==> src/include/node_cfg_pkg.sv <==
// Constants, field layouts and carriers for the node configuration bank.
package node_cfg_pkg;

	// Register numbers used by configuration reads and writes.
	localparam logic [7:0] REG_NODE_IDENTITY   = 8'h00;
	localparam logic [7:0] REG_SWITCH_DESC     = 8'h01;
	localparam logic [7:0] REG_SWITCH_CONFIG   = 8'h04;
	localparam logic [7:0] REG_NODE_IDENTIFIER = 8'h05;
	localparam logic [7:0] REG_PLL_SETTINGS    = 8'h06;
	localparam logic [7:0] REG_SWITCH_CLK_DIV  = 8'h07;
	localparam logic [7:0] REG_REF_CLK_DIV     = 8'h08;
	localparam logic [7:0] REG_JTAG_ID_COPY    = 8'h09;
	localparam logic [7:0] REG_USER_CODE_COPY  = 8'h0A;
	localparam logic [7:0] REG_ROUTE_DIR_LOW   = 8'h0C;
	localparam logic [7:0] REG_ROUTE_DIR_HIGH  = 8'h0D;
	localparam logic [7:0] REG_SPARE_A         = 8'h10;
	localparam logic [7:0] REG_SPARE_B         = 8'h11;

	// Writable bits of each register and the reset values.
	localparam logic [31:0] SWCFG_WMASK   = 32'h8000_0101;
	localparam logic [31:0] HALF_WMASK    = 32'h0000_FFFF;
	localparam logic [31:0] PLL_WMASK     = 32'hF39F_FF7F;
	localparam logic [31:0] SPARE_WMASK   = 32'h0000_0003;
	localparam logic [31:0] ZERO_WORD     = 32'h0000_0000;
	localparam logic [31:0] REFCLK_RESET  = 32'h0000_0003;
	localparam logic [31:0] PLL_RESET_VAL = 32'h0000_0000;
	localparam logic [3:0]  DIR_WIDTH     = 4'h4;

	// Configuration request from the access port.
	typedef struct packed {
		logic        rd;
		logic        wr;
		logic [7:0]  num;
		logic [31:0] wdata;
	} cfg_req_t;

	// Identification layout.
	typedef struct packed {
		logic [7:0] rsvd;
		logic [7:0] boot;
		logic [7:0] revision;
		logic [7:0] version;
	} node_identity_t;

	// Switch description layout.
	typedef struct packed {
		logic [7:0] rsvd;
		logic [7:0] links;
		logic [7:0] switch_procs;
		logic [7:0] device_procs;
	} switch_desc_t;

	// Switch configuration layout.
	typedef struct packed {
		logic        lock_ctl;
		logic [21:0] rsvd_hi;
		logic        lock_pll;
		logic [6:0]  rsvd_lo;
		logic        one_byte_hdr;
	} switch_cfg_t;

	// PLL settings layout.
	typedef struct packed {
		logic        keep_chip;
		logic        no_relock_wait;
		logic        bypass;
		logic        boot_jtag;
		logic [1:0]  rsvd_a;
		logic [2:0]  pll_output_divider;
		logic [1:0]  rsvd_b;
		logic [12:0] fb_mult;
		logic        rsvd_c;
		logic [6:0]  in_div;
	} pll_t;

	// Identity copies.
	typedef struct packed {
		logic [3:0]  version;
		logic [15:0] part;
		logic [10:0] maker;
		logic        one;
	} jtag_id_t;

	typedef struct packed {
		logic [13:0] otp_code;
		logic [17:0] metal_code;
	} user_code_t;

	// Routing lookup request.
	typedef struct packed {
		logic        valid;
		logic [15:0] dest;
	} route_req_t;

endpackage : node_cfg_pkg

==> src/design/node_switch_config_regs.sv <==
// Node configuration register bank with direction-table routing lookup.
`timescale 1ns/1ps

module node_switch_config_regs #(
	parameter logic [7:0]  SWITCH_REVISION = 8'h00,
	parameter logic [7:0]  SWITCH_VERSION  = 8'h00,
	parameter int          LINK_COUNT      = 8,
	parameter int          SWITCH_PROCS    = 2,
	parameter int          DEVICE_PROCS    = 2,
	// Arbitrary neutral identity values.
	parameter logic [31:0] JTAG_ID_VALUE   = 32'h0000_0001,
	// Arbitrary neutral identity value.
	parameter logic [31:0] USER_CODE_VALUE = 32'h0000_0000,
	parameter logic [31:0] PLL_RESET       = 32'h0000_0000
) (
	input  wire logic                    sys_clk,
	input  wire logic                    rst,
	input  wire logic [7:0]              boot_control_pins,
	input  wire node_cfg_pkg::cfg_req_t  cfg_req,
	output logic [31:0]                  cfg_rdata,
	output logic                         cfg_rvalid,
	input  wire node_cfg_pkg::route_req_t route_req,
	output logic [3:0]                   route_direction,
	output logic                         route_local,
	output logic                         route_done,
	output logic                         one_byte_headers,
	output logic [15:0]                  node_id,
	output node_cfg_pkg::pll_t           pll_setting,
	output logic                         pll_bypass,
	output logic                         boot_from_jtag,
	output logic                         pll_wait_relock,
	output logic                         tile_reset,
	output logic                         chip_reset,
	output logic [15:0]                  switch_clk_ratio,
	output logic [15:0]                  ref_clk_ratio
);
	import node_cfg_pkg::*;

	// Counts must fit their eight-bit fields.
	if (LINK_COUNT < 0 || LINK_COUNT > 255 || SWITCH_PROCS < 0 ||
		SWITCH_PROCS > 255 || DEVICE_PROCS < 0 || DEVICE_PROCS > 255)
	begin : g_bad_counts
		$error("Processor or link count does not fit eight bits.");
	end

	// Stored register state.
	logic [7:0]   boot_snapshot;
	switch_cfg_t  sw_cfg;
	logic [31:0]  node_identifier;
	pll_t         pll_settings;
	logic [31:0]  switch_clock_divider;
	logic [31:0]  reference_clock_divider;
	logic [31:0]  route_directions_low;
	logic [31:0]  route_directions_high;
	logic [31:0]  spare_register_a;
	logic [31:0]  spare_register_b;

	// Read-only words assembled from parameters and the snapshot.
	node_identity_t node_identity;
	switch_desc_t   switch_description;
	jtag_id_t       jtag_identity_copy;
	user_code_t     user_code_copy;

	assign node_identity = '{rsvd: 8'h00, boot: boot_snapshot,
		revision: SWITCH_REVISION, version: SWITCH_VERSION};
	assign switch_description = '{rsvd: 8'h00, links: LINK_COUNT[7:0],
		switch_procs: SWITCH_PROCS[7:0], device_procs: DEVICE_PROCS[7:0]};
	assign jtag_identity_copy = jtag_id_t'(JTAG_ID_VALUE);
	assign user_code_copy = user_code_t'(USER_CODE_VALUE);

	// Register number decode.
	wire hit_identity = (cfg_req.num == REG_NODE_IDENTITY);
	wire hit_desc     = (cfg_req.num == REG_SWITCH_DESC);
	wire hit_cfg      = (cfg_req.num == REG_SWITCH_CONFIG);
	wire hit_nodeid   = (cfg_req.num == REG_NODE_IDENTIFIER);
	wire hit_pll      = (cfg_req.num == REG_PLL_SETTINGS);
	wire hit_swdiv    = (cfg_req.num == REG_SWITCH_CLK_DIV);
	wire hit_refdiv   = (cfg_req.num == REG_REF_CLK_DIV);
	wire hit_jtag     = (cfg_req.num == REG_JTAG_ID_COPY);
	wire hit_user     = (cfg_req.num == REG_USER_CODE_COPY);
	wire hit_dirlo    = (cfg_req.num == REG_ROUTE_DIR_LOW);
	wire hit_dirhi    = (cfg_req.num == REG_ROUTE_DIR_HIGH);
	wire hit_spa      = (cfg_req.num == REG_SPARE_A);
	wire hit_spb      = (cfg_req.num == REG_SPARE_B);

	// control write lock
	// The lock also covers its own register, so it holds until reset.
	wire wr_ok = cfg_req.wr & ~sw_cfg.lock_ctl;
	wire wr_pll = wr_ok & hit_pll & ~sw_cfg.lock_pll;
	wire [31:0] wdata = cfg_req.wdata;
	wire pll_t  pll_new = pll_t'(wdata & PLL_WMASK);

	// boot pin snapshot
	// The pins are sampled on every reset cycle and frozen at release.
	always_ff @(posedge sys_clk)
	begin
		if (rst)
			boot_snapshot <= boot_control_pins;
	end

	always_ff @(posedge sys_clk)
	begin
		if (rst)
			sw_cfg <= switch_cfg_t'(ZERO_WORD);
		else if (wr_ok && hit_cfg)
			sw_cfg <= switch_cfg_t'(wdata & SWCFG_WMASK);
	end

	always_ff @(posedge sys_clk)
	begin
		if (rst)
			node_identifier <= ZERO_WORD;
		else if (wr_ok && hit_nodeid)
			node_identifier <= wdata & HALF_WMASK;
	end

	always_ff @(posedge sys_clk)
	begin
		if (rst)
			pll_settings <= pll_t'(PLL_RESET & PLL_WMASK);
		else if (wr_pll)
			pll_settings <= pll_new;
	end

	always_ff @(posedge sys_clk)
	begin
		if (rst)
		begin
			tile_reset      <= 1'b0;
			chip_reset      <= 1'b0;
			pll_wait_relock <= 1'b0;
		end
		else
		begin
			tile_reset      <= wr_pll;
			chip_reset      <= wr_pll & ~pll_new.keep_chip;
			pll_wait_relock <= wr_pll & ~pll_new.no_relock_wait;
		end
	end

	always_ff @(posedge sys_clk)
	begin
		if (rst)
		begin
			switch_clock_divider    <= ZERO_WORD;
			reference_clock_divider <= REFCLK_RESET;
		end
		else
		begin
			if (wr_ok && hit_swdiv)
				switch_clock_divider <= wdata & HALF_WMASK;
			if (wr_ok && hit_refdiv)
				reference_clock_divider <= wdata & HALF_WMASK;
		end
	end

	always_ff @(posedge sys_clk)
	begin
		if (rst)
		begin
			route_directions_low  <= ZERO_WORD;
			route_directions_high <= ZERO_WORD;
		end
		else
		begin
			if (wr_ok && hit_dirlo)
				route_directions_low <= wdata;
			if (wr_ok && hit_dirhi)
				route_directions_high <= wdata;
		end
	end

	always_ff @(posedge sys_clk)
	begin
		if (rst)
		begin
			spare_register_a <= ZERO_WORD;
			spare_register_b <= ZERO_WORD;
		end
		else
		begin
			if (wr_ok && hit_spa)
				spare_register_a <= wdata & SPARE_WMASK;
			if (wr_ok && hit_spb)
				spare_register_b <= wdata & SPARE_WMASK;
		end
	end

	// numbered read select
	// Unmapped numbers read as zero rather than raising an error.
	logic [31:0] next_rdata;
	assign next_rdata =
		hit_identity ? 32'(node_identity) :
		hit_desc     ? 32'(switch_description) :
		hit_cfg      ? 32'(sw_cfg) :
		hit_nodeid   ? node_identifier :
		hit_pll      ? 32'(pll_settings) :
		hit_swdiv    ? switch_clock_divider :
		hit_refdiv   ? reference_clock_divider :
		hit_jtag     ? 32'(jtag_identity_copy) :
		hit_user     ? 32'(user_code_copy) :
		hit_dirlo    ? route_directions_low :
		hit_dirhi    ? route_directions_high :
		hit_spa      ? spare_register_a :
		hit_spb      ? spare_register_b : ZERO_WORD;

	// Read data is registered one cycle after the request.
	always_ff @(posedge sys_clk)
	begin
		if (rst)
		begin
			cfg_rdata  <= ZERO_WORD;
			cfg_rvalid <= 1'b0;
		end
		else
		begin
			cfg_rvalid <= cfg_req.rd;
			if (cfg_req.rd)
				cfg_rdata <= next_rdata;
		end
	end

	// Highest differing bit picks the dimension.
	function automatic logic [3:0] top_bit(input logic [15:0] diff);
		logic [3:0] idx;
		idx = 4'h0;
		for (int i = 0; i < 16; i++)
			if (diff[i])
				idx = 4'(i);
		return idx;
	endfunction : top_bit

	wire [15:0] id_diff   = route_req.dest ^ node_identifier[15:0];
	wire [3:0]  dimension = top_bit(id_diff);
	wire [63:0] dir_table = {route_directions_high, route_directions_low};
	wire [3:0]  next_dir  = dir_table[{dimension, 2'b00} +: DIR_WIDTH];

	// local delivery
	// A matching packet reports direction zero and raises the local flag.
	always_ff @(posedge sys_clk)
	begin
		if (rst)
		begin
			route_direction <= 4'h0;
			route_local     <= 1'b0;
			route_done      <= 1'b0;
		end
		else
		begin
			route_done <= route_req.valid;
			if (route_req.valid)
			begin
				route_local     <= (id_diff == 16'h0000);
				route_direction <= (id_diff == 16'h0000) ? 4'h0 : next_dir;
			end
		end
	end

	// bypass and boot source follow stored bits.
	assign pll_bypass       = pll_settings.bypass;
	assign boot_from_jtag   = pll_settings.boot_jtag;
	assign pll_setting      = pll_settings;
	assign one_byte_headers = sw_cfg.one_byte_hdr;
	assign node_id          = node_identifier[15:0];
	assign switch_clk_ratio = switch_clock_divider[15:0];
	assign ref_clk_ratio    = reference_clock_divider[15:0];
endmodule : node_switch_config_regs

==> config.mk <==
export PLATFORM = sky130hd
export DESIGN_NAME = node_switch_config_regs
export DESIGN_NICKNAME = d
export VERILOG_FILES = /design/src/include/node_cfg_pkg.sv /design/src/design/node_switch_config_regs.sv
export SDC_FILE = /design/constraint.sdc
export NUM_CORES = 1
export LEC_CHECK = 0
export BUFFER_PORTS_ARGS = -buffer_cell sky130_fd_sc_hd__buf_2
export CELL_PAD_IN_SITES_DETAIL_PLACEMENT = 1
export CELL_PAD_IN_SITES_GLOBAL_PLACEMENT = 1
export CORE_MARGIN = 3
export CORE_UTILIZATION = 25
export CTS_CLUSTER_SIZE = 40
export DETAILED_ROUTE_END_ITERATION = 8
export GPL_ROUTABILITY_DRIVEN = 0
export MAX_ROUTING_LAYER = met4
export PLACE_DENSITY = 0.57
export SETUP_SLACK_MARGIN = 0.1
export SLEW_MARGIN = 40
export SYNTH_ARGS = -nofsm -noshare
export SYNTH_HDL_FRONTEND = slang
export SYNTH_SLANG_ARGS = --single-unit
==> constraint.sdc <==
create_clock -name sys_clk -period 4.2 [get_ports sys_clk]
set_input_delay 0.42 -clock sys_clk [delete_from_list [all_inputs] [get_ports sys_clk]]
set_output_delay 0.42 -clock sys_clk [all_outputs]
set_load 0.03 [all_outputs]
==> results of run 1 <==
[cells by family (layout without fill, tap and decap cells)]
| group | after synthesis | count (layout) | synth area share, % |
|---|---|---|---|
| DFF | 196 | 196 | 46.3 |
| and+or+nand+nor | 474 | 474 | 22.6 |
| AOI/OAI and AO/OA | 285 | 285 | 19.6 |
| muxes | 45 | 45 | 5.22 |
| xor gates and xnor gates | 17 | 17 | 1.81 |
| buffers and inverters | 85 | 248 | 4.37 |
| other | 1 | 6 | 0.0434 |
[Yosys cell counts (10+ instances only)]
cell type	n
nand2_1	324
a21oi_1	197
dfxtp_1	188
nor2_1	77
clkbuf_1	62
mux2i_1	44
a22oi_1	24
nand3_1	18
nor3_1	18
xor2_1	11
a222oi_1	10
o21ai_0	10
[worst max-delay path by stage]
stage,start,to
2_1_floorplan,node_identifier[9]$_SDFFE_PP0P_,route_direction[0]$_SDFFE_PP0P_
6_report,node_identifier[9]$_SDFFE_PP0P_,route_direction[1]$_SDFFE_PP0P_
4_1_cts,node_identifier[9]$_SDFFE_PP0P_,route_direction[1]$_SDFFE_PP0P_
5_1_grt,cfg_req[37],pll_setting[20]$_SDFFE_PP0P_
3_3_place_gp,cfg_req[37],pll_bypass$_SDFFE_PP0P_
3_5_place_dp,cfg_req[37],pll_setting[19]$_SDFFE_PP0P_
[state kept, by name (all words and copies together), names as in the netlist, 2 cells and up]
register	flops
boot_snapshot	8
cfg_rdata	32
node_identifier	16
pll_setting	25
reference_clock_divider	16
route_direction	4
route_directions_high	32
route_directions_low	32
spare_register_a	2
spare_register_b	2
sw_cfg	2
switch_clock_divider	16
[report_power, final]
| group | switching [mW] | internal (mW) | total [mW] |
|---|---|---|---|
| sequential | 0.00878 | 1.88 | 1.89 |
| combinational | 0.187 | 0.0776 | 0.265 |
| clock | 0.811 | 0.772 | 1.58 |
[metal layers]
metal  vias up  global-route usage [%]  share of wire [%]
met5         -                       -                  0
met3        41                    2.99                3.7
met1      4196                    25.5                 45
met4         0                    6.69                2.6
met2       180                    33.7                 49
li1       4113                       -                  -
[cell type report]
type	instances	area share (%)
antenna	1	0.0237
clock buffer	20	4.14
clock inverter	12	0.937
inverter	3	0.107
multi-input combinational	826	40.8
sequential	196	37.9
tap	448	5.31
timing repair buffer	213	10.8
[worst register-to-register path, delay by kind of cell, from the launching register on]
| family | cells | cell delay (ns) |
|---|---|---|
| AOI/OAI and AO/OA | 2 | 0.29 |
| buffers and inverters | 1 | 0.50 |
| DFF | 1 | 0.43 |
| and+or+nand+nor | 4 | 0.84 |
| muxes | 1 | 0.39 |
| xor gates and xnor gates | 1 | 0.37 |
[through the flow]
step                hold WS [ns]  std cells  total power [mW]  cell area, um^2  util (%)
floorplan                  0.441       1107              2.09             8660         -
global placement           0.451       1686              2.20            10000      29.6
detailed placement         0.465       1686              2.21            10000      29.6
CTS                        0.120       1718              3.79            10500      31.2
global route               0.111       1719              3.89            10600      31.2
finish                     0.146       1719              3.74            10600      31.2
==> results.json, run 1 <==
{
  "multiInputGateArea_um2": 4300,
  "worst_setup_path_end_kind": "flip-flop",
  "cts_resized": 0,
  "grt_use_total_pct": 20.3,
  "wire_per_inst_um": 21.2,
  "fill_cells": 4115,
  "reg2reg_slack_ns": 1.27,
  "ir_worst_vdd_uv": 290,
  "grt_max_degree": 88,
  "rows": 67,
  "cts_hold_buf": 0,
  "postCtsSetupRepairBufs": 0,
  "cts_buffers": 17,
  "seq_area_um2": 4000,
  "cts_sinks": 196,
  "fin_crit_sh_pct": 69.7,
  "cp_max_fo": 32,
  "worstHoldStart": "boot_control_pins[3]",
  "slew_viol_final": 0,
  "reg2reg_to": "route_direction[1]$_SDFFE_PP0P_",
  "fmax_mhz": 342,
  "cts_root_buf": "clkbuf_16",
  "synth_edf_count": 8,
  "synth_area_leaders": "dfxtp_1 44%, nand2_1 14%, a21oi_1 11%",
  "crit_required_ns": 4.53,
  "dp_slack_ns": 0.962,
  "gr-total-overflow": 0,
  "crit_family": "simple AND/OR/NAND/NOR gates",
  "hold_violations": 0,
  "setup_tns_ns": 0,
  "hold_path_depth": 1,
  "critPathBufInv": 1,
  "yosys_warnings": 0,
  "area_delta_synth_final_pct": 22.1,
  "yosysTopAreaCellShare_pct": 43.5,
  "reg2reg_from": "node_identifier[9]$_SDFFE_PP0P_",
  "worstPathCellList": "xor2_1 -> nor3b_1 -> or4_4 -> o21ai_4 -> buf_4 -> mux2i_1 -> a22oi_1 -> nand4_1 -> nand3_1",
  "cts_tree": "yes",
  "final_antenna_net_count": 0,
  "relSlewSlack_pct": 39.3,
  "clockBufferDepth": 2,
  "synth_cells": 1103,
  "drc": 0,
  "final_nets": 1326,
  "io_pins": 194,
  "status": "finished clean",
  "criticalPathCategory": "reg2reg",
  "hpwlAfterDp_mm": 26.5,
  "drive_gt1_share_pct": 20.1,
  "synth_ff_type": "dfxtp_1",
  "crit_arrival_ns": 3.26,
  "insertion_delay_ns": 0.45,
  "hp-class": "in2reg",
  "grt_pass1_vias": 8790,
  "final_cell_mix": "324 x nand2_1, 196 x a21oi_1, 188 x dfxtp_1",
  "crit_path_start_kind": "flip-flop",
  "synth.largest_area_cell": "dfxtp_1",
  "vias": 8530,
  "htreeDepth": 4,
  "coreArea_um2": 33800,
  "die_x_um": 192,
  "cap_violations": 0,
  "die_y_um": 192,
  "p_leak_nw": 4.10,
  "seq_area_frac_synth_pct": 46.3,
  "yosysUniqueCellTypes": 57,
  "die-area_um2": 36900,
  "min_to": "boot_snapshot[3]$_DFFE_PP_",
  "antenna_found_initial": 1,
  "power_density_nw_per_um2": 355,
  "synth_seq_cells": 196,
  "viasPerCell": 4.96,
  "crit_slowest_cell": "or4_4",
  "final_common_cell": "nand2_1",
  "port_buffers": 188,
  "async_reset_ff_share_pct": 0,
  "finalCriticalPeriod_ns": 2.93,
  "drt_first_iter_violations": 517,
  "worst_path_largest_cell_delay_ns": 0.51,
  "fin_skew_ns": 0.0137,
  "start_util_pct": 25.6,
  "rr_worst_depth": 9,
  "crit_cells": 9,
  "wl_mm": 36.4,
  "setup_viol": 0,
  "first_pass_iters": 5,
  "grt_pass1_wl_mm": 54.7,
  "rsz0062_at_grt": "false",
  "syn_area_um2": 8650,
  "setup_ws_ns": 1.27,
  "worst_slew_pin_slew_ns": 0.903,
  "clk_pin_slew_ns": 0.08,
  "syn_area_per_cell_um2": 7.84
}
Note: power is estimated with default switching activity, not from simulation.
==> run 2: changes to the inputs <==
--- a/config.mk
+++ b/config.mk
@@ -5,6 +5,7 @@
 export SDC_FILE = /design/constraint.sdc
 export NUM_CORES = 1
 export LEC_CHECK = 0
+export ABC_AREA = 1
 export BUFFER_PORTS_ARGS = -buffer_cell sky130_fd_sc_hd__buf_2
 export CELL_PAD_IN_SITES_DETAIL_PLACEMENT = 1
 export CELL_PAD_IN_SITES_GLOBAL_PLACEMENT = 1
@@ -14,7 +15,7 @@
 export DETAILED_ROUTE_END_ITERATION = 8
 export GPL_ROUTABILITY_DRIVEN = 0
 export MAX_ROUTING_LAYER = met4
-export PLACE_DENSITY = 0.57
+export PLACE_DENSITY = 0.6
 export SETUP_SLACK_MARGIN = 0.1
 export SLEW_MARGIN = 40
 export SYNTH_ARGS = -nofsm -noshare
==> constraint.sdc (replaced) <==
create_clock -name sys_clk -period 2.4 [get_ports sys_clk]
set_input_delay 0.24 -clock sys_clk [delete_from_list [all_inputs] [get_ports sys_clk]]
set_output_delay 0.24 -clock sys_clk [all_outputs]
set_load 0.03 [all_outputs]
==> run 2 against run 1 <==
  * Routed wire length grew 10%
  * Synthesized cell count increased by 7.6%
  * Sequential power grew 75%
  * Total power up 82%
  * Clock power grew 80%
  * Global-route usage is 1.5 points higher
  * Die area rose by 1.0%
  * Cell count increased by 8.3%
==> results.json, run 2 <==
{
  "status": "finished clean",
  "final_core_util_pct": 34.2,
  "cts_buffers": 17,
  "worst_path_largest_cell_delay_ns": 0.35,
  "synth-simple-area-share_pct": 17.1,
  "placed_cells": 1805,
  "reg2reg_to": "route_direction[3]$_SDFFE_PP0P_",
  "cts_tree": "yes",
  "yosysUniqueCellTypes": 36,
  "crit_arrival_ns": 2.73,
  "synth_mux_area_share_pct": 0,
  "stdcell_area_um2": 11600,
  "final_cell_mix": "188 x buf_2, 186 x o21ai_0, 185 x dfxtp_1",
  "crit_start": "node_identifier[3]$_SDFFE_PP0P_",
  "seqPwrFrac_pct": 48.6,
  "synth_seq_cells": 196,
  "setup_viol": 0,
  "rr_worst_depth": 21,
  "cp_max_fo": 8,
  "grt_pass1_vias": 9370,
  "synth-compound-area-share_pct": 25.6,
  "reg2reg_slack_ns": 0.03,
  "die-area_um2": 37200,
  "crit_family": "simple AND/OR/NAND/NOR gates",
  "cts_root_buf": "clkbuf_16",
  "finalPower_mw": 6.82,
  "fin_crit_sh_pct": 98.6,
  "hold_violations": 0,
  "final_common_cell": "buf_2",
  "area_delta_synth_final_pct": 32.9,
  "drc": 0,
  "rsz0062_at_grt": "true",
  "rows": 67,
  "finalCriticalPeriod_ns": 2.37,
  "vias": 9381,
  "yosys.area_share.xor_xnor_pct": 1.49,
  "io_pins": 194,
  "worstHoldStart": "cfg_req[21]",
  "fin_skew_ns": 0.0125,
  "grt_use_total_pct": 21.8,
  "crit_path_start_kind": "flip-flop",
  "wl_mm": 40.1,
  "synth_top_family_by_area": "compound AO/OA/AOI/OAI gates",
  "min_to": "route_directions_low[21]$_SDFFE_PP0P_",
  "port_buffers": 188,
  "insertion_delay_ns": 0.44,
  "relSlewSlack_pct": 46.7,
  "synth_ff_type": "dfxtp_1",
  "die_x_um": 193,
  "power_density_nw_per_um2": 587,
  "grt_pass1_wl_mm": 59.1,
  "p_switching_mw": 1.88,
  "cap_violations": 0,
  "critPathBufInv": 2,
  "instances_no_fill": 1861,
  "final_antenna_net_count": 0,
  "async_reset_ff_share_pct": 0,
  "ir_worst_vdd_uv": 446,
  "die_y_um": 193,
  "cts_sinks": 196,
  "yosys_warnings": 0,
  "crit_cells": 21,
  "gr-total-overflow": 0,
  "htreeDepth": 4,
  "clk_pin_slew_ns": 0.08,
  "hold_ws_ns": 0.0449,
  "first_pass_iters": 5,
  "worstPathCellList": "xnor2_2 -> nand2_1 -> nand2_1 -> nand2_1 -> nand2_1 -> nand2_1 -> nand2_1 -> nand2_1 -> nand2_1 -> nand2_1 -> nand2_1 -> nand2_2 -> nand2_4 -> buf_8 -> clkbuf_16 -> nand3_1 -> nand3_1 -> nand3_1 -> nand3_1 -> nand3_2 -> a21oi_2",
  "critPathMostFrequentCell": "nand2_1",
  "hpwlAfterDp_mm": 29.2,
  "hp-class": "in2reg",
  "p_clk_share_pct": 41.8,
  "seq_area_frac_synth_pct": 45.8,
  "syn_area_per_cell_um2": 7.36,
  "antenna_found_initial": 1,
  "synth_area_leaders": "dfxtp_1 43%, o21ai_0 11%, a21oi_1 9.6%",
  "p_sw_share_pct": 27.6,
  "setup_tns_ns": 0,
  "reg_top3": "cfg_rdata: 32 flops, route_directions_high: 32 flops, route_directions_low: 32 flops",
  "worst_setup_path_end_kind": "flip-flop",
  "start_util_pct": 25.7,
  "synthAdderAreaFrac_pct": 0,
  "p_leak_nw": 4.81,
  "yosysTopAreaCellShare_pct": 43.1,
  "wire_per_inst_um": 21.6,
  "clockBufferDepth": 2,
  "crit_required_ns": 2.77,
  "dp_slack_ns": 0.0156,
  "yosysMostFrequentCell": "dfxtp_1",
  "final_nets": 1468,
  "drt_first_iter_violations": 614,
  "worst_slew_pin_slew_ns": 0.800,
  "power_frac_comb_pct": 9.6,
  "grt_max_degree": 65,
  "coreArea_um2": 34000,
  "p_int_mw": 4.94,
  "viasPerCell": 5.04,
  "drive_gt1_share_pct": 26.9,
  "hold_path_depth": 3,
  "fmax_mhz": 422,
  "synth_common_cells": "188 x dfxtp_1, 186 x o21ai_0, 167 x a21oi_1",
  "syn_area_um2": 8740,
  "synth_cells": 1187,
  "criticalPathCategory": "reg2reg",
  "slew_viol_final": 0,
  "crit_slowest_cell": "dfxtp_2",
  "synth_edf_count": 8,
  "setup_ws_ns": 0.0330,
  "place_area_um2": 10400,
  "synth.largest_area_cell": "dfxtp_1",
  "reg2reg_from": "node_identifier[3]$_SDFFE_PP0P_"
}
[run 2: cell count changes after synthesis, sizes merged, moves of 10 or more]
cell and delta:
a21oi -28, a222oi -10, a22oi -22, inv +137
mux2i -44, nand2 -178, nand3 +88, nor3 -14
o21ai +174
[run 2: logic make-up after synthesis]
family | count (synthesis)
flops | 196
other cells | 1
xor+xnor | 14
buf+inv | 219
compound gates | 411
simple gates | 346
[run 2: worst max-delay path by stage]
stage / end / slack, ns
after floorplan: route_direction[0]$_SDFFE_PP0P_ / 0.27
after global placement: route_direction[2]$_SDFFE_PP0P_ / 0.1
after detailed placement: route_direction[0]$_SDFFE_PP0P_ / 0.02
after CTS: route_direction[1]$_SDFFE_PP0P_ / 0.10
after global routing: route_direction[3]$_SDFFE_PP0P_ / -0.22
final: route_direction[3]$_SDFFE_PP0P_ / 0.03
[run 2: power groups by stage]
stage          registers [mW]  clock network [mW]  logic [mW]
2_1_floorplan            3.42                   0       0.255
3_3_place_gp             3.39                   0       0.533
3_5_place_dp             3.39                   0       0.538
4_1_cts                  3.31                2.92       0.591
5_1_grt                  3.32                3.06       0.706
6_report                 3.31                2.85       0.653
[run 2: tightest hold or removal path, stage by stage]
cell and delay (ns):
buf_2 0.09, nor2_1 0.04, nor2_1 0.08
[run 2: final cells by class]
| class | count | area [um^2] |
|---|---|---|
| fillers | 4195 | 22300 |
| multi-input cells | 779 | 4260 |
| flip-flops and latches | 196 | 4010 |
| repair buffers | 265 | 1680 |
| well taps | 448 | 561 |
| inverters | 140 | 526 |
| clock buffers | 18 | 450 |
| clock inverters | 14 | 116 |
| diodes | 1 | 2.50 |
[run 2: what timing repair did]
action | 4_1_cts | 5_1_grt
pin swaps | 5 | 54
setup buffers | 8 | 1
endpoints found under the setup margin | 4 | 4
hold buffers | 8 | 0
endpoints found under the hold margin | 8 | 0
resized for setup | 12 | 73
gates cloned | 3 | 3
[run 2: metal layers]
layer,share of wire [%],vias to the layer above,track usage (%)
met3,7.5,35,6.02
li1,-,4453,-
met1,44,4619,27.9
met5,0,-,-
met4,1.3,0,4.73
met2,47,274,34.7
==> run 3: changes to the inputs <==
--- a/config.mk
+++ b/config.mk
@@ -5,7 +5,6 @@
 export SDC_FILE = /design/constraint.sdc
 export NUM_CORES = 1
 export LEC_CHECK = 0
-export ABC_AREA = 1
 export BUFFER_PORTS_ARGS = -buffer_cell sky130_fd_sc_hd__buf_2
 export CELL_PAD_IN_SITES_DETAIL_PLACEMENT = 1
 export CELL_PAD_IN_SITES_GLOBAL_PLACEMENT = 1
@@ -15,7 +14,7 @@
 export DETAILED_ROUTE_END_ITERATION = 8
 export GPL_ROUTABILITY_DRIVEN = 0
 export MAX_ROUTING_LAYER = met4
-export PLACE_DENSITY = 0.6
+export PLACE_DENSITY = 0.59
 export SETUP_SLACK_MARGIN = 0.1
 export SLEW_MARGIN = 40
 export SYNTH_ARGS = -nofsm -noshare
==> run 3 against run 2 <==
  * First-iteration DRC count decreased by 13%
  * Largest cell class unchanged
  * Maximum frequency increased by 0.41%
  * Critical path type unchanged
  * Register-to-register slack about the same
  * Highest routed layer unchanged
==> results.json, run 3 (synthesis gave the netlist of run 1 again) <==
{
  "area_delta_synth_final_pct": 32.7,
  "fin_skew_ns": 0.0132,
  "hold_violations": 0,
  "top_layer": "met4",
  "instances_no_fill": 1781,
  "drive_gt1_share_pct": 25.2,
  "gr-total-overflow": 0,
  "placed_cells": 1728,
  "cts_root_buf": "clkbuf_16",
  "crit_required_ns": 2.74,
  "io_pins": 194,
  "seq_area_um2": 4020,
  "wl_mm": 37.2,
  "grt_use_total_pct": 20.4,
  "first_pass_iters": 7,
  "cp_max_fo": 7,
  "cts_sinks": 196,
  "fin_crit_sh_pct": 98.2,
  "die_x_um": 192,
  "cts_buffers": 17,
  "slew_viol_final": 0,
  "coreArea_um2": 33800,
  "clk_pin_slew_ns": 0.08,
  "worst_slew_pin_slew_ns": 0.714,
  "criticalPathCategory": "reg2reg",
  "worst_setup_path_end_kind": "flip-flop",
  "crit_arrival_ns": 2.69,
  "final_common_cell": "nand2_1",
  "antenna_found_initial": 1,
  "drc": 0,
  "reg_top3": "cfg_rdata: 32 flops, route_directions_high: 32 flops, route_directions_low: 32 flops",
  "final_cell_mix": "324 x nand2_1, 197 x a21oi_1, 187 x buf_2",
  "grt_pass1_wl_mm": 55.5,
  "wl_met3_mm": 1.68,
  "place_area_um2": 10400,
  "port_buffers": 188,
  "insertion_delay_ns": 0.46,
  "rows": 67,
  "status": "finished clean",
  "grt_pass1_vias": 8990,
  "route.met2.wl_mm": 18.2,
  "p_leak_nw": 4.49,
  "viasPerCell": 4.98,
  "die_y_um": 192,
  "finalCriticalPeriod_ns": 2.36,
  "multiInputGateArea_um2": 4460,
  "power_density_nw_per_um2": 593,
  "hpwlAfterDp_mm": 27.2,
  "rsz0062_at_grt": "true",
  "final_antenna_net_count": 0,
  "relSlewSlack_pct": 52.4,
  "drt_first_iter_violations": 532,
  "vias": 8873,
  "die-area_um2": 36900,
  "wire_per_inst_um": 20.9,
  "setup_viol": 0,
  "clockBufferDepth": 2,
  "cts_tree": "yes",
  "htreeDepth": 4,
  "final_nets": 1388,
  "stdcell_area_um2": 11500,
  "fmax_mhz": 424,
  "hp-class": "in2reg",
  "wirelength_met1_mm": 16.6,
  "crit_path_start_kind": "flip-flop",
  "fill_cells": 4088,
  "ir_worst_vdd_uv": 469,
  "grt_max_degree": 108,
  "start_util_pct": 25.6,
  "cap_violations": 0
}
[run 3: cell count changes in the layout (fill, tap and decap cells not counted), moves of 21 or more]
cell / previous run / this run
a21oi_1: 164 / 197
a22oi_1: 2 / 23
inv_1: 132 / 1
mux2i_1: 0 / 34
nand2_1: 132 / 324
nand3_1: 55 / 18
nand3_2: 50 / 0
o21ai_0: 186 / 10
[run 3: critical path, cell delays in order (launching register included)]
cell     delay [ns]
dfxtp_4        0.38
xor2_4         0.21
nor2b_4        0.05
or4_4          0.49
o21ai_4        0.15
buf_12         0.15
buf_12         0.15
buf_12         0.11
mux2i_4        0.25
nand2_1        0.08
nand4_1        0.10
nand3_1        0.09
[run 3: power breakdown]
group	total [mW]	internal, mW	switching, mW	leakage [nW]
Combinational	0.580	0.221	0.359	2.61
Clock	2.92	1.48	1.44	0.285
Sequential	3.31	3.30	0.0138	1.60
[run 3: layout make-up]
cell class                 count  share of cell area [%]
timing repair buffer         275                    15.9
sequential                   196                    35.0
tap                          448                    4.89
multi-input combinational    826                    38.9
clock inverter                12                   0.971
inverter                       3                  0.0982
antenna                        1                  0.0218
clock buffer                  20                    4.17
[run 3: worst paths after layout]
kind	start	end	slack (ns)	cells after the start
setup / recovery	node_identifier[11]$_SDFFE_PP0P_	route_direction[1]$_SDFFE_PP0P_	0.04	11
hold / removal	cfg_req[26]	route_directions_low[26]$_SDFFE_PP0P_	0.03	3
setup reg to reg	node_identifier[11]$_SDFFE_PP0P_	route_direction[1]$_SDFFE_PP0P_	0.04	11
hold reg to reg	route_direction[2]$_SDFFE_PP0P_	route_direction[2]$_SDFFE_PP0P_	0.47	2
[run 3: stage by stage]
stage | total power [mW] | util [%] | worst slack (ns) | setup TNS [ns] | hold slack (ns)
floorplan | 3.65 | - | 0.133 | 0 | 0.319
global placement | 3.88 | 30.8 | -0.0194 | -0.0194 | 0.420
detailed placement | 3.88 | 30.8 | -0.103 | -0.136 | 0.418
CTS | 6.85 | 33.3 | 0.105 | 0 | 0.00974
global route | 7.05 | 34.0 | -0.0258 | -0.0258 | 0.0191
finish | 6.81 | 34.0 | 0.0426 | 0 | 0.0325
[run 3: repair_timing]
item / 4_1_cts / 5_1_grt
hold buffers: 8 / 0
hold endpoints to repair: 8 / 0
pin swaps: 8 / 9
buffers inserted: 4 / 5
gates cloned: 2 / 1
gates resized for setup: 16 / 18
setup endpoints to repair: 4 / 4
[run 3: per-layer routing]
metal | track usage, % | vias to the layer above
met3 | 3.49 | 37
met2 | 33.9 | 217
li1 | - | 4229
met4 | 5.62 | 0
met5 | - | -
met1 | 25.8 | 4390
